**config.mk**
```make
export PLATFORM = sky130hd
export DESIGN_NAME = apch_config_header
export DESIGN_NICKNAME = d
export VERILOG_FILES = /design/src/include/apch_pkg.sv /design/src/rtl/apch_cmd_word.sv /design/src/rtl/apch_config_header.sv
export SDC_FILE = /design/constraint.sdc
export NUM_CORES = 1
export LEC_CHECK = 0
export BUFFER_PORTS_ARGS = -buffer_cell sky130_fd_sc_hd__buf_2
export CAP_MARGIN = 20
export CORE_UTILIZATION = 42
export DETAILED_ROUTE_END_ITERATION = 16
export GPL_ROUTABILITY_DRIVEN = 0
export PLACE_DENSITY = 0.8
export SYNTH_ARGS = -nofsm -noshare
export SYNTH_HDL_FRONTEND = slang
export SYNTH_HIERARCHICAL = 1
export SYNTH_SLANG_ARGS = --single-unit
```
**constraint.sdc**
```tcl
create_clock -name clk -period 0.98 [get_ports clk]
set_input_delay 0.147 -clock clk [delete_from_list [all_inputs] [get_ports clk]]
set_output_delay 0.147 -clock clk [all_outputs]
set_load 0.02 [all_outputs]
```
**src/include/apch_pkg.sv**
```systemverilog
// package: audio pci config header offsets, fields, reset values, carriers
package apch_pkg;
   // register byte offsets within the header (byte addressing, not all dword aligned)
   localparam logic [7:0] OFF_VENDOR = 8'h00;
   localparam logic [7:0] OFF_DEVICE = 8'h02;
   localparam logic [7:0] OFF_COMMAND = 8'h04;
   localparam logic [7:0] OFF_STATUS = 8'h06;
   localparam logic [7:0] OFF_REVISION = 8'h08;
   localparam logic [7:0] OFF_PROG_IF = 8'h09;
   localparam logic [7:0] OFF_SUB_CLASS = 8'h0A;
   localparam logic [7:0] OFF_BASE_CLASS = 8'h0B;
   localparam logic [7:0] OFF_HEADER = 8'h0E;
   // dword indexes used by the config port
   localparam logic [5:0] DW_ID = 6'h00;
   localparam logic [5:0] DW_CMD_STS = 6'h01;
   localparam logic [5:0] DW_CLASS = 6'h02;
   localparam logic [5:0] DW_HDR = 6'h03;
   // command word fields
   localparam int CMD_IO_SPACE_BIT = 0;
   localparam int CMD_MEM_SPACE_BIT = 1;
   localparam int CMD_BUS_MASTER_BIT = 2;
   localparam logic [15:0] CMD_RESET = 16'h0000;
   // status word fields
   localparam int STS_MASTER_ABORT_BIT = 13;
   localparam int STS_SEL_TIMING_LO = 9;
   localparam int STS_FAST_B2B_BIT = 7;
   localparam logic [15:0] STS_RESET = 16'h0280;
   localparam logic [1:0] SEL_TIMING_DEFAULT = 2'h1;
   // fixed class bytes
   localparam logic [7:0] PROG_IF_VALUE = 8'h00;
   localparam logic [7:0] SUB_CLASS_VALUE = 8'h01;
   localparam logic [7:0] BASE_CLASS_VALUE = 8'h04;
   localparam logic [7:0] HEADER_LAYOUT_VALUE = 8'h00;
   // identity defaults (arbitrary values)
   localparam logic [15:0] VENDOR_DEFAULT = 16'h1234;
   localparam logic [15:0] DEVICE_DEFAULT = 16'h5678;
   localparam logic [7:0] REVISION_DEFAULT = 8'h01;

   typedef struct packed {
      logic valid;
      logic write;
      logic [5:0] dword;
      logic [3:0] byte_en;
      logic [31:0] wdata;
   } apch_req_s;

   typedef struct packed {
      logic bus_master_enable;
      logic io_space_enable;
   } apch_ctl_s;
endpackage : apch_pkg

```
**src/rtl/apch_cmd_word.sv**
```systemverilog
// command word storage: the two writable enables
`timescale 1ns/1ps
`default_nettype none
module apch_cmd_word
   import apch_pkg::*;
(
   input wire logic clk,
   input wire logic reset,
   input wire logic wr_en,
   input wire logic [15:0] wdata,
   input wire logic [1:0] lane_en,
   output apch_ctl_s ctl,
   output logic [15:0] rdata
);
   // ---------------------------------------
   // writable bits live in byte lane 0
   // ---------------------------------------
   always_ff @(posedge clk or posedge reset) begin
      if (reset) begin
         ctl <= '0;
      end else if (wr_en && lane_en[0]) begin
         ctl.bus_master_enable <= wdata[CMD_BUS_MASTER_BIT];
         ctl.io_space_enable <= wdata[CMD_IO_SPACE_BIT];
      end
   end

   // all other bits hardwired zero
   always_comb begin
      rdata = CMD_RESET;
      rdata[CMD_BUS_MASTER_BIT] = ctl.bus_master_enable;
      rdata[CMD_IO_SPACE_BIT] = ctl.io_space_enable;
   end
endmodule : apch_cmd_word
`default_nettype wire

```
**src/rtl/apch_config_header.sv**
```systemverilog
// audio pci config header register bank
//
// What this block does
// - fixed 16-bit vendor code at offset zero, writes ignored.
// - command bits 15:10 read zero; bits 9:3 hardwired zero.
// - command bit 2 writable bus master enable; clear disables mastering.
// - command bit 1 memory space hardwired zero; memory accesses never claimed.
// - command bit 0 gates io decode; resets to zero.
// - status bit 13 sets when our master ends with master abort.
// - master abort flag cleared by writing one in byte lane 3, unless an abort arrives the same cycle; zero writes ignored.
// - status bits 15,14,12,11,8,4:0 read zero.
// - status bits 10:9 read-only select timing field.
// - status bit 7 reads one, fast back-to-back capable.
// - status bits 6 and 5 read zero.
// - status word resets to 0280h.
// - read-only 8-bit revision code.
// - sub class byte reads 01h.
// - base class byte reads 04h.
// - header layout byte reads zero.
`timescale 1ns/1ps
`default_nettype none
module apch_config_header
   import apch_pkg::*;
#(
   parameter logic [15:0] VENDOR_CODE = VENDOR_DEFAULT,
   parameter logic [15:0] DEVICE_CODE = DEVICE_DEFAULT,
   parameter logic [7:0] REVISION_CODE = REVISION_DEFAULT,
   parameter logic [1:0] SELECT_TIMING = SEL_TIMING_DEFAULT
)
(
   input wire logic clk,
   input wire logic reset,
   input wire logic cfg_valid,
   input wire logic cfg_write,
   input wire logic [5:0] cfg_dword,
   input wire logic [3:0] cfg_byte_en,
   input wire logic [31:0] cfg_wdata,
   output logic cfg_ready,
   output logic [31:0] cfg_rdata,
   input wire logic io_hit,
   input wire logic mem_hit,
   output logic io_claim,
   output logic mem_claim,
   input wire logic master_abort_event,
   output logic bus_master_enable,
   output logic io_space_enable
);
   apch_req_s req;
   apch_ctl_s ctl;
   logic [15:0] cmd_rdata;
   logic [15:0] sts_word;
   logic master_abort_reg;
   logic master_abort_next;
   logic [31:0] rdata_reg;
   logic [31:0] rdata_next;
   logic ready_reg;
   logic cmd_wr;

   // ---------------------------------------
   // dword decode, shared by write and read paths
   // ---------------------------------------
   function automatic logic dword_hit(input logic [5:0] index, input logic [5:0] target);
      return (index == target);
   endfunction : dword_hit

   assign req = '{valid: cfg_valid, write: cfg_write, dword: cfg_dword,
                  byte_en: cfg_byte_en, wdata: cfg_wdata};

   // ---------------------------------------
   // command word
   // ---------------------------------------
   assign cmd_wr = req.valid && req.write && dword_hit(req.dword, DW_CMD_STS);

   apch_cmd_word u_cmd (
      .clk(clk),
      .reset(reset),
      .wr_en(cmd_wr),
      .wdata(req.wdata[15:0]),
      .lane_en(req.byte_en[1:0]),
      .ctl(ctl),
      .rdata(cmd_rdata)
   );

   assign bus_master_enable = ctl.bus_master_enable;
   assign io_space_enable = ctl.io_space_enable;
   assign io_claim = io_hit && ctl.io_space_enable;
   assign mem_claim = 1'b0;

   // ---------------------------------------
   // status word, master abort flag
   // ---------------------------------------
   always_comb begin
      master_abort_next = master_abort_reg;
      if (cmd_wr && req.byte_en[3] && req.wdata[16 + STS_MASTER_ABORT_BIT]) begin
         master_abort_next = 1'b0;
      end
      if (master_abort_event) begin
         master_abort_next = 1'b1;
      end
   end

   always_ff @(posedge clk or posedge reset) begin
      if (reset) begin
         master_abort_reg <= STS_RESET[STS_MASTER_ABORT_BIT];
      end else begin
         master_abort_reg <= master_abort_next;
      end
   end

   always_comb begin
      sts_word = '0;
      sts_word[STS_MASTER_ABORT_BIT] = master_abort_reg;
      sts_word[STS_SEL_TIMING_LO +: 2] = SELECT_TIMING;
      sts_word[STS_FAST_B2B_BIT] = 1'b1;
   end

   // ---------------------------------------
   // read path, registered data
   // ---------------------------------------
   always_comb begin
      rdata_next = '0;
      if (dword_hit(req.dword, DW_ID)) begin
         rdata_next = {DEVICE_CODE, VENDOR_CODE};
      end else if (dword_hit(req.dword, DW_CMD_STS)) begin
         rdata_next = {sts_word, cmd_rdata};
      end else if (dword_hit(req.dword, DW_CLASS)) begin
         rdata_next = {BASE_CLASS_VALUE, SUB_CLASS_VALUE, PROG_IF_VALUE,
                       REVISION_CODE};
      end else if (dword_hit(req.dword, DW_HDR)) begin
         rdata_next = {8'h00, HEADER_LAYOUT_VALUE, 16'h0000};
      end
   end

   always_ff @(posedge clk or posedge reset) begin
      if (reset) begin
         rdata_reg <= '0;
         ready_reg <= 1'b0;
      end else begin
         ready_reg <= req.valid;
         if (req.valid && !req.write) begin
            rdata_reg <= rdata_next;
         end
      end
   end

   assign cfg_ready = ready_reg;
   assign cfg_rdata = rdata_reg;

   // ---------------------------------------
   // checks
   // ---------------------------------------
   chk_abort_sets: assert property (@(posedge clk) disable iff (reset)
      master_abort_event |=> master_abort_reg)
      else $error("master abort flag not set");
   chk_abort_clear: assert property (@(posedge clk) disable iff (reset)
      (cmd_wr && req.byte_en[3] && req.wdata[29] && !master_abort_event) |=> !master_abort_reg)
      else $error("master abort flag not cleared");
   chk_zero_write: assert property (@(posedge clk) disable iff (reset)
      (master_abort_reg && !(cmd_wr && req.wdata[29] && req.byte_en[3])) |=> master_abort_reg)
      else $error("master abort flag lost");
   chk_io_gate: assert property (@(posedge clk) disable iff (reset)
      io_claim |-> io_space_enable)
      else $error("io claimed while disabled");
   chk_mem_never: assert property (@(posedge clk) disable iff (reset)
      !mem_claim)
      else $error("memory access claimed");
   chk_bme_write: assert property (@(posedge clk) disable iff (reset)
      (cmd_wr && req.byte_en[0]) |=> bus_master_enable == $past(req.wdata[2]))
      else $error("bus master enable not written");
   chk_sts_fixed: assert property (@(posedge clk) disable iff (reset)
      (sts_word & 16'hDFFF) == {5'h00, SELECT_TIMING, 9'h080})
      else $error("status fixed bits wrong");
   chk_id_read: assert property (@(posedge clk) disable iff (reset)
      (req.valid && !req.write && req.dword == DW_ID) |=> cfg_rdata == {DEVICE_CODE, VENDOR_CODE})
      else $error("identity read wrong");
   chk_cmd_read: assert property (@(posedge clk) disable iff (reset)
      cmd_rdata[15:3] == 13'h0000 && !cmd_rdata[1])
      else $error("command hardwired bits wrong");
   chk_ready_pulse: assert property (@(posedge clk) disable iff (reset)
      req.valid |=> cfg_ready)
      else $error("access not completed");
   // ---------------------------------------
   // command bits 15:3 hardwired, one check per bit
   // ---------------------------------------
   for (genvar b = 3; b < 16; b++) begin : g_cmd_zero
      chk_cmd_zero_bit: assert property (@(posedge clk) disable iff (reset)
         !cmd_rdata[b])
         else $error("command hardwired bit set");
   end

   // ---------------------------------------
   // further bus and register checks
   // ---------------------------------------
   chk_ios_write: assert property (@(posedge clk) disable iff (reset)
      (cmd_wr && req.byte_en[0]) |=> io_space_enable == $past(req.wdata[0]))
      else $error("io space enable not written");
   chk_bme_hold: assert property (@(posedge clk) disable iff (reset)
      !(cmd_wr && req.byte_en[0]) |=> $stable(bus_master_enable))
      else $error("bus master enable changed without write");
   chk_ios_hold: assert property (@(posedge clk) disable iff (reset)
      !(cmd_wr && req.byte_en[0]) |=> $stable(io_space_enable))
      else $error("io space enable changed without write");
   chk_ready_idle: assert property (@(posedge clk) disable iff (reset)
      !req.valid |=> !cfg_ready)
      else $error("ready without access");
   chk_rdata_hold: assert property (@(posedge clk) disable iff (reset)
      !(req.valid && !req.write) |=> $stable(cfg_rdata))
      else $error("read data changed without read");
   chk_class_read: assert property (@(posedge clk) disable iff (reset)
      (req.valid && !req.write && req.dword == DW_CLASS) |=>
      cfg_rdata == {8'h04, 8'h01, 8'h00, REVISION_CODE})
      else $error("class read wrong");
   chk_hdr_read: assert property (@(posedge clk) disable iff (reset)
      (req.valid && !req.write && req.dword == DW_HDR) |=> cfg_rdata == 32'h0000_0000)
      else $error("header layout read wrong");
   chk_sts_read: assert property (@(posedge clk) disable iff (reset)
      (req.valid && !req.write && req.dword == DW_CMD_STS) |=>
      (cfg_rdata[31:16] & 16'hDFFF) == {5'h00, SELECT_TIMING, 9'h080})
      else $error("status read wrong");
   chk_unmapped_read: assert property (@(posedge clk) disable iff (reset)
      (req.valid && !req.write && req.dword > DW_HDR) |=> cfg_rdata == 32'h0000_0000)
      else $error("unmapped read not zero");
   chk_mem_decode: assert property (@(posedge clk) disable iff (reset)
      mem_hit |-> !mem_claim)
      else $error("memory hit claimed");
   cov_bme_on: cover property (@(posedge clk) disable iff (reset)
      !bus_master_enable ##1 bus_master_enable);
   cov_abort_set_clear: cover property (@(posedge clk) disable iff (reset)
      master_abort_reg ##1 !master_abort_reg);
   cov_abort: cover property (@(posedge clk) disable iff (reset)
      master_abort_event ##[1:20] !master_abort_reg);
   cov_io: cover property (@(posedge clk) disable iff (reset) io_claim);
   cov_read_class: cover property (@(posedge clk) disable iff (reset)
      req.valid && !req.write && req.dword == DW_CLASS);
endmodule : apch_config_header
`default_nettype wire

```
# [Yosys cells after proc, flatten, opt, wreduce, memory -nomap -nowiden]
# Index checks and enable logic that the tools add are counted.
[totals] wordCells=22 regBits=36 out_inout_bits=37
[op_classes] reduce_logical=10 n_mux=5 n_eq_ne=2
[ops] cell="$mux W31" count=1
[ops] cell="$mux W30" count=1
[ops] cell="$mux W27" count=1
[ops] cell="$logic_and A1 B1 Y1" count=7
[ops] cell="$eq A6 B1 Y1 const B" count=1
[ops] cell="$eq A6 B2 Y1 const B" count=1
[ops] cell="$logic_not A6 Y1" count=1
[ops] cell="$mux W1" count=2
[ops] cell="$reduce_bool A2 Y1" count=1
[ops] cell="$logic_not A1 Y1" count=1

# [Logic depth before layout (Yosys ltp)]
# Gate-level depths: netlist of the first run.
[depth] ltp_word=6 ltp_mapped=6

# [Cells and area by module]
# Netlist of the first run, hierarchy kept.
[by_module_without_submodules] mod="apch_config_header" seq_area_each_um2=600.6 instances=1 area_per_inst_um2=1106.1 cells_per_inst=118
[by_module_without_submodules] mod="apch_cmd_word" seq_area_each_um2=50.0 instances=1 area_per_inst_um2=203.9 cells_per_inst=23

# [Worst setup path after synthesis of the first run]
# OpenSTA, ideal clock, no wires.
[synth_path] path_type="input port to flip-flop" start="input port cfg_dword[5]" end="register u_cmd/ctl[0] (netlist name)" setup_ns=0.125 cell_stages=6 path_slack_ns=-0.268 t_required_ns=0.855 arrival_time_ns=1.124 cell_sequence="nor4_4 nand2_2 buf_6 nor2_1 nand2_1 mux2_2"
[synth_between] elab_chain_len=3
[synth_rtl] item="start: declaration" line_no="apch_config_header.sv:35" rtl="input wire logic [5:0] cfg_dword,"
[synth_rtl] item="$eq A6 B1 Y1" line_no="apch_config_header.sv:63" rtl="return (index == target);"
[synth_rtl] item="$logic_and A1 B1 Y1" line_no="apch_config_header.sv:72" rtl="assign cmd_wr = req.valid && req.write && dword_hit(req.dword, DW_CMD_STS);"
[synth_rtl] item="named net cmd_wr" line_no="apch_config_header.sv:57" rtl="logic cmd_wr;"
[synth_rtl] item="$logic_and A1 B1 Y1" line_no="apch_cmd_word.sv:21" rtl="end else if (wr_en && lane_en[0]) begin"
# The timed path passes the listed nets, and every way through them passes these cells.
# A chain may end at the register's enable or synchronous reset.

# [Worst setup path in the final report of the first run]
[layout_path] start="register u_cmd/ctl[0] (netlist name)" end="output port io_claim"
[layout_between] elab_chain_len=1
[layout_rtl] item="$logic_and A1 B1 Y1" line_no="apch_config_header.sv:86" rtl="assign io_claim = io_hit && ctl.io_space_enable;"
[layout_rtl] item="end: declaration" line_no="apch_config_header.sv:42" rtl="output logic io_claim,"
# No other way between the ends.

==> results of run 1 <==
-- cell usage in the layout (no fill, tap or decap), drive strengths merged --
master / n
nand3b: 1
o21ai: 24
nor2b: 3
nor2: 1
o32a: 1
inv: 3
o31ai: 3
a21oi: 1
and2: 1
dfrtp: 26
conb: 20
buf: 72
dlygate4sd3: 2
nand2b: 2
mux2: 2
clkbuf: 4
nand2: 37
nor4: 1
or4: 1
-- cell families (layout without fill, tap and decap cells) --
logic type	Yosys count	in the layout	share of synthesized area, %
multiplexers	2	2	1.719
AND/OR/NAND/NOR	47	47	17.00
other	2	20	0.5733
flip-flops	26	26	49.67
AO/OA/AOI/OAI	29	29	12.42
buffers and inverters	35	81	18.62
-- area by class of cell --
cell class,count,area (um2)
flip-flops and latches,26,651.9
inverters,3,11.26
well taps,31,38.79
clock buffers,4,36.28
multi-input cells,98,490.5
fillers,212,980.9
repair buffers,74,643.1
-- cell usage after synthesis, types with 2 or more instances --
cell type	number	area, um2
mux2_2	2	22.52
o31ai_1	2	15.01
o21ai_1	3	15.01
o21ai_0	21	105.1
buf_4	27	202.7
nand2_1	36	135.1
nor2b_1	3	18.77
inv_1	3	11.26
dfrtp_1	26	650.6
buf_2	3	15.01
conb_1	2	7.510
nand2b_1	2	12.51
-- repair_timing --
item | CTS | global route
buffers inserted | 10 | 5
pin swaps | 0 | 0
hold buffers | 2 | 0
endpoints found under the hold margin | 27 | 0
cloned | 0 | 0
setup endpoints to repair | 31 | 32
resized for setup | 62 | 1
-- metal layers --
metal	routed length (um)	up-vias	part of all wire, %
li1	-	539	-
met2	1442	26	52
met5	0	-	0
met1	1219	504	44
met4	29	0	1.1
met3	63	2	2.3
-- worst max path at each step --
stage                                to  slack (ns)  cells past startpoint
2_1_floorplan  u_cmd/ctl[0]$_DFFE_PP0P_       -0.25                      6
3_3_place_gp   u_cmd/ctl[1]$_DFFE_PP0P_       -0.23                      6
3_5_place_dp   u_cmd/ctl[1]$_DFFE_PP0P_       -0.23                      6
4_1_cts                        io_claim       -0.15                      2
5_1_grt                        io_claim       -0.21                      2
6_report                       io_claim       -0.17                      2
-- worst reg2reg max path: cells and delay by family, from the launching register on --
kind | cells | cell delay (ns)
flip-flops | 1 | 0.42
buffers and inverters | 1 | 0.15
AO/OA/AOI/OAI | 2 | 0.25
-- power by group through the flow --
stage / Combinational (mW) / Sequential, mW / Clock [mW]
global route: 0.332 / 1.11 / 0.586
floorplan: 0.183 / 1.15 / 0
finish: 0.302 / 1.11 / 0.528
CTS: 0.293 / 1.11 / 0.530
detailed placement: 0.249 / 1.12 / 0
global placement: 0.246 / 1.12 / 0
-- per-stage QoR --
step           power, mW  instances  area (um2)  hold WS, ns
3_3_place_gp       1.368        215        1506     0.009259
2_1_floorplan      1.329        159        1378      -0.1118
5_1_grt            2.026        236        1872      0.04283
6_report           1.936        236        1872      0.05756
3_5_place_dp       1.372        215        1506      0.01275
4_1_cts            1.929        231        1829      0.06094
==> flow_summary.yaml, run 1 <==
die:
  core_um2: 2853
  dieArea_um2: 3347
  rows: 19
  die_w_um: 57.85
  start_util_pct: 45.92
  io_pins: 86
  die_h_um: 57.85
sta:
  fin_skew_ns: 0.0007204
  setup-tns-final_ns: -1.661
  finalHoldViolations: 0
  finalCritPeriodShare_pct: 116.9
  slew_viol_final: 0
  rsz0062_at_grt: "true"
  setup_viol_count_final: 30
  fin_crit_ns: 1.146
  layout_setup_ws_ns: -0.1659
  max_clock_freq_ghz: 0.8727
synth:
  synth_cell_types: 23
  yosysSeqAreaShare_pct: 49.67
  synth_edf_count: 0
  ys_async_sr_fraction_pct: 100.0
  ys_ff_latch: 26
  ys_warn_count: 6
  syn_area_per_cell_um2: 9.291
  syn_inst: 141
  ys.flop_type: "dfrtp_1"
  netlist_area_um2: 1310
drt:
  drcViolationCount: 3
  initialDrtViolationCount: 19
  post_drt_via_cell_ratio: 4.538
  routed_wl_um: 2755
  dr.pass1.iters: 12
  drt-wirelength-per-cell_um: 11.67
  ant_nets: 0
  vias: 1071
clocking:
  cts.sinks: 26
  worstSkewPairLatency_ns: 0.31
  clkTransAtPathRegs_ns: 0.13
  cts_buffers: 3
  htree_levels: 1
  cts_max_path_buffers: 2
  tritoncts: "done"
  root_buffer: "clkbuf_4"
critical_path:
  worstSetupStartpointType: "register"
  r2r_slack_ns: 0.06
  rr_worst_depth: 3
  max_stage_delay_ns: 0.42
  cpLargestDelayFamily: "flip-flops"
  path_cells: "and2_4, buf_6"
  crit_slowest_cell: "dfrtp_1"
  crit_path_end_kind: "primary output"
  crit_arrival_ns: 1.00
  cp.buffers_inverters: 1
  r2r_end: "cfg_rdata[0]$_DFFE_PP0P_"
  r2r-start: "u_cmd/ctl[0]$_DFFE_PP0P_"
  cp_max_fo: 3
  cp-startpoint: "u_cmd/ctl[0]$_DFFE_PP0P_"
  criticalPathCategory: "reg -> out"
  critPathRequiredTime_ns: 0.83
pwr:
  leakage_nw: 0.9547
  netSwitchingFraction_pct: 25.13
  powerDensity_nw_per_um2: 1034
  clockPowerShare_pct: 27.3
  switchingPower_mw: 0.4866
  pwr-share-seq_pct: 57.2
  internal_power_mw: 1.450
  comb_power_share_pct: 15.6
  peakVddDrop_mv: 0.4641
global_routing:
  first_global_vias: 1002
  gr-total-overflow: 0
  gr-usage-met2_pct: 32.18
  grt_max_degree: 29
  grt_use_met1_pct: 22.14
  grt_antenna_before_repair: 0
  grt_util_all_layers_pct: 17.75
  grt-busiest-layer: "met2"
  grt_pass1_wl_um: 4540
  met3_usage_pct: 1.563
placement:
  place_ws_ns: -0.2265
  portBuffers: 47
  dp_hpwl_um: 1837
outcome:
  status: "complete, but fails checks"
  violations: "design-rule violations, negative setup slack"
layout:
  largest_reg_flops: 22
  diodes: 0
  syn_to_final_growth_pct: 42.88
  drive_above_1_share_pct: 41.46
  final_core_util_pct: 65.61
  fin_nets: 255
hold_path:
  hold_path.class: "in -> reg"
  min_path_cells: 2
  worstHoldStart: "cfg_wdata[2]"
  holdPathEnd: "u_cmd/ctl[1]$_DFFE_PP0P_"
job:
  maxCapViolCount: 0
Note: power is estimated with default switching activity, not from simulation.
==> run 2, diff against run 1 <==
--- a/config.mk
+++ b/config.mk
@@ -5,12 +5,13 @@
 export SDC_FILE = /design/constraint.sdc
 export NUM_CORES = 1
 export LEC_CHECK = 0
+export ABC_AREA = 1
 export BUFFER_PORTS_ARGS = -buffer_cell sky130_fd_sc_hd__buf_2
 export CAP_MARGIN = 20
-export CORE_UTILIZATION = 42
+export CORE_UTILIZATION = 43
 export DETAILED_ROUTE_END_ITERATION = 16
 export GPL_ROUTABILITY_DRIVEN = 0
-export PLACE_DENSITY = 0.8
+export PLACE_DENSITY = 0.81
 export SYNTH_ARGS = -nofsm -noshare
 export SYNTH_HDL_FRONTEND = slang
 export SYNTH_HIERARCHICAL = 1
==> run 2 against run 1 <==
  * Clock skew barely moved
  * Maximum frequency about the same
  * Largest cell class unchanged
  * Clock-buffer cell count fell by 1
  * First-iteration DRC count shrank 26%
  * Sequential power about the same
  * The run ends with negative setup slack left
  * Power is 10% higher
==> flow_summary.yaml, run 2 <==
outcome:
  status: "complete, but fails checks"
  violations: "negative setup slack"
die:
  die_w_um: 58.35
  dieArea_um2: 3404
  core_um2: 3028
  rows: 20
  start_util_pct: 45.08
  io_pins: 86
  die_h_um: 58.35
synth:
  ys_async_sr_fraction_pct: 100.0
  yosysSeqAreaShare_pct: 47.66
  synth_common_cells: "73 x nand2_1, 27 x buf_4, 26 x dfrtp_1"
  ys_warn_count: 6
  ys_ff_latch: 26
  syn_area_per_cell_um2: 7.936
  synth-xor-area-share_pct: 0
  synthMuxAreaShare_pct: 0
  synth_top_family_by_area: "simple AND/OR/NAND/NOR gates"
  synthSimpleGateAreaFrac_pct: 28.41
  syn_inst: 172
  synth_cell_types: 17
  synth.most_common_cell: "nand2_1"
  netlist.area_leader.share_pct: 47.66
  synth_edf_count: 0
  ys.flop_type: "dfrtp_1"
  yosys.area_share.adder_pct: 0
  yosysTopAreaCell: "dfrtp_1"
  synth_compound_area_share_pct: 2.200
  netlist_top_cells_area: "dfrtp_1 48%, nand2_1 20%, buf_4 15%"
  netlist_area_um2: 1365
drt:
  vias: 1167
  drt-wirelength-per-cell_um: 9.448
  post_drt_via_cell_ratio: 4.153
  dr.pass1.iters: 4
  drcViolationCount: 0
  routed_wl_um: 2655
  ant_nets: 0
  initialDrtViolationCount: 14
clocking:
  cts.sinks: 26
  clkTransAtPathRegs_ns: 0.15
  cts_buffers: 3
  root_buffer: "clkbuf_4"
  worstSkewPairLatency_ns: 0.32
  cts_max_path_buffers: 2
  htree_levels: 1
  tritoncts: "done"
global_routing:
  grt_pass1_wl_um: 4319
  grt_use_met1_pct: 20.52
  grt_max_degree: 25
  grt_util_all_layers_pct: 16.67
  grt-busiest-layer: "met2"
  gr-total-overflow: 0
  first_global_vias: 1069
  met3_usage_pct: 2.198
  gr-usage-met2_pct: 29.89
  grt_antenna_before_repair: 0
pwr:
  pwr-share-seq_pct: 51.7
  switchingPower_mw: 0.5095
  comb_power_share_pct: 13.6
  internal_power_mw: 1.628
  peakVddDrop_mv: 0.6021
  netSwitchingFraction_pct: 23.84
  totalPowerFinal_mw: 2.138
  powerDensity_nw_per_um2: 1093
  leakage_nw: 1.148
  clockPowerShare_pct: 34.7
critical_path:
  crit_arrival_ns: 1.00
  r2r_slack_ns: 0.12
  r2r-start: "u_cmd/ctl[1]$_DFFE_PP0P_"
  crit_path_end_kind: "primary output"
  criticalPathCategory: "reg -> out"
  cp_max_fo: 4
  worstSetupStartpointType: "register"
  cp-startpoint: "u_cmd/ctl[0]$_DFFE_PP0P_"
  critPathRequiredTime_ns: 0.83
layout:
  fin_nets: 287
  final_core_util_pct: 64.59
  largest_reg_flops: 22
  final-instance-count-excl-fill: 281
  diodes: 0
  final_area_um2: 1956
  drive_above_1_share_pct: 36.29
  layout_common_cells: "73 x nand2_1, 30 x buf_6, 25 x dfrtp_1, 23 x buf_4, 20 x conb_1"
  final_common_cell: "nand2_1"
  syn_to_final_growth_pct: 43.26
sta:
  fin_skew_ns: 0.0005729
  hold_ws_ns: 0.02658
  rsz0062_at_grt: "true"
  slew_viol_final: 0
  finalCritPeriodShare_pct: 116.9
  layout_setup_ws_ns: -0.1659
  setup_viol_count_final: 31
  finalHoldViolations: 0
  fin_crit_ns: 1.146
  max_clock_freq_ghz: 0.8727
hold_path:
  worstHoldStart: "cfg_valid"
  hold_path.class: "in -> reg"
job:
  maxCapViolCount: 0
placement:
  placed_area_um2: 1582
  dp_hpwl_um: 1794
  portBuffers: 47
  dp.cells: 260
==> run 2: cell count changes in the layout (fill, tap and decap cells not counted), moves of 2 or more <==
cell      previous run  this run
mux2_2               2         0
nor2_2               0         5
nand4_1              0         3
inv_2                0         2
nor2_1               1         3
nand2b_1             2         0
nand2_1             36        73
o31ai_2              2         0
nand3_1              0         4
o21ai_1              3         0
inv_1                3        16
o21ai_0             21         3
nor2b_1              3         0
==> run 2: logic make-up after synthesis <==
kind of cell           after synthesis
AO/OA/AOI/OAI                        5
buffers and inverters               48
flip-flops                          26
other                                2
AND/OR/NAND/NOR                     91
==> run 2: metrics by stage <==
stage                     setup TNS (ns)  setup slack, ns
after global placement           -0.3792         -0.03843
after floorplan                        0         0.008869
final                             -2.015          -0.1659
after global routing              -3.496          -0.2252
after CTS                         -2.350          -0.1893
after detailed placement         -0.6557         -0.08052
==> run 2: area by class of cell <==
class / count / area, um2
timing repair buffer: 73 / 635.6
tap: 44 / 55.05
clock inverter: 1 / 30.03
inverter: 18 / 67.56
clock buffer: 3 / 22.52
multi-input combinational: 116 / 493.0
fill: 279 / 1072
sequential: 26 / 651.9
==> run 2: critical path, stage by stage (launching register included) <==
cell and delay, ns:
dfrtp_1 0.44, nand2_1 0.07, inv_1 0.04, buf_6 0.12
==> run 2: power groups by stage <==
stage	logic (mW)	registers [mW]	clock network (mW)
6_report	0.291	1.11	0.741
5_1_grt	0.325	1.11	0.808
4_1_cts	0.288	1.11	0.756
3_5_place_dp	0.248	1.12	0
3_3_place_gp	0.243	1.12	0
2_1_floorplan	0.184	1.14	0
==> run 2: what timing repair did <==
| action | 4_1_cts | 5_1_grt |
|---|---|---|
| pin swaps | 1 | 1 |
| setup buffers | 10 | 5 |
| setup endpoints to repair | 31 | 31 |
| hold endpoints to repair | 27 | 0 |
| gates cloned | 0 | 0 |
| hold buffers | 2 | 0 |
| gates resized for setup | 61 | 0 |
==> run 2: worst paths after layout <==
check,endpoint,cells past startpoint
hold / removal,cfg_ready$_DFF_PP0_,2
setup / recovery,io_claim,3
setup reg to reg,cfg_rdata[2]$_DFFE_PP0P_,5
hold reg to reg,master_abort_reg$_DFFE_PP0P_,2
max in group asynchronous,cfg_rdata[28]$_DFFE_PP0P_,4
min in group asynchronous,u_cmd/ctl[0]$_DFFE_PP0P_,3
==> run 2: per-layer routing <==
layer | up-vias | wire length, um
met5 | - | 0
met4 | 0 | 10
met3 | 2 | 110
met2 | 42 | 1366
met1 | 525 | 1169
li1 | 598 | -
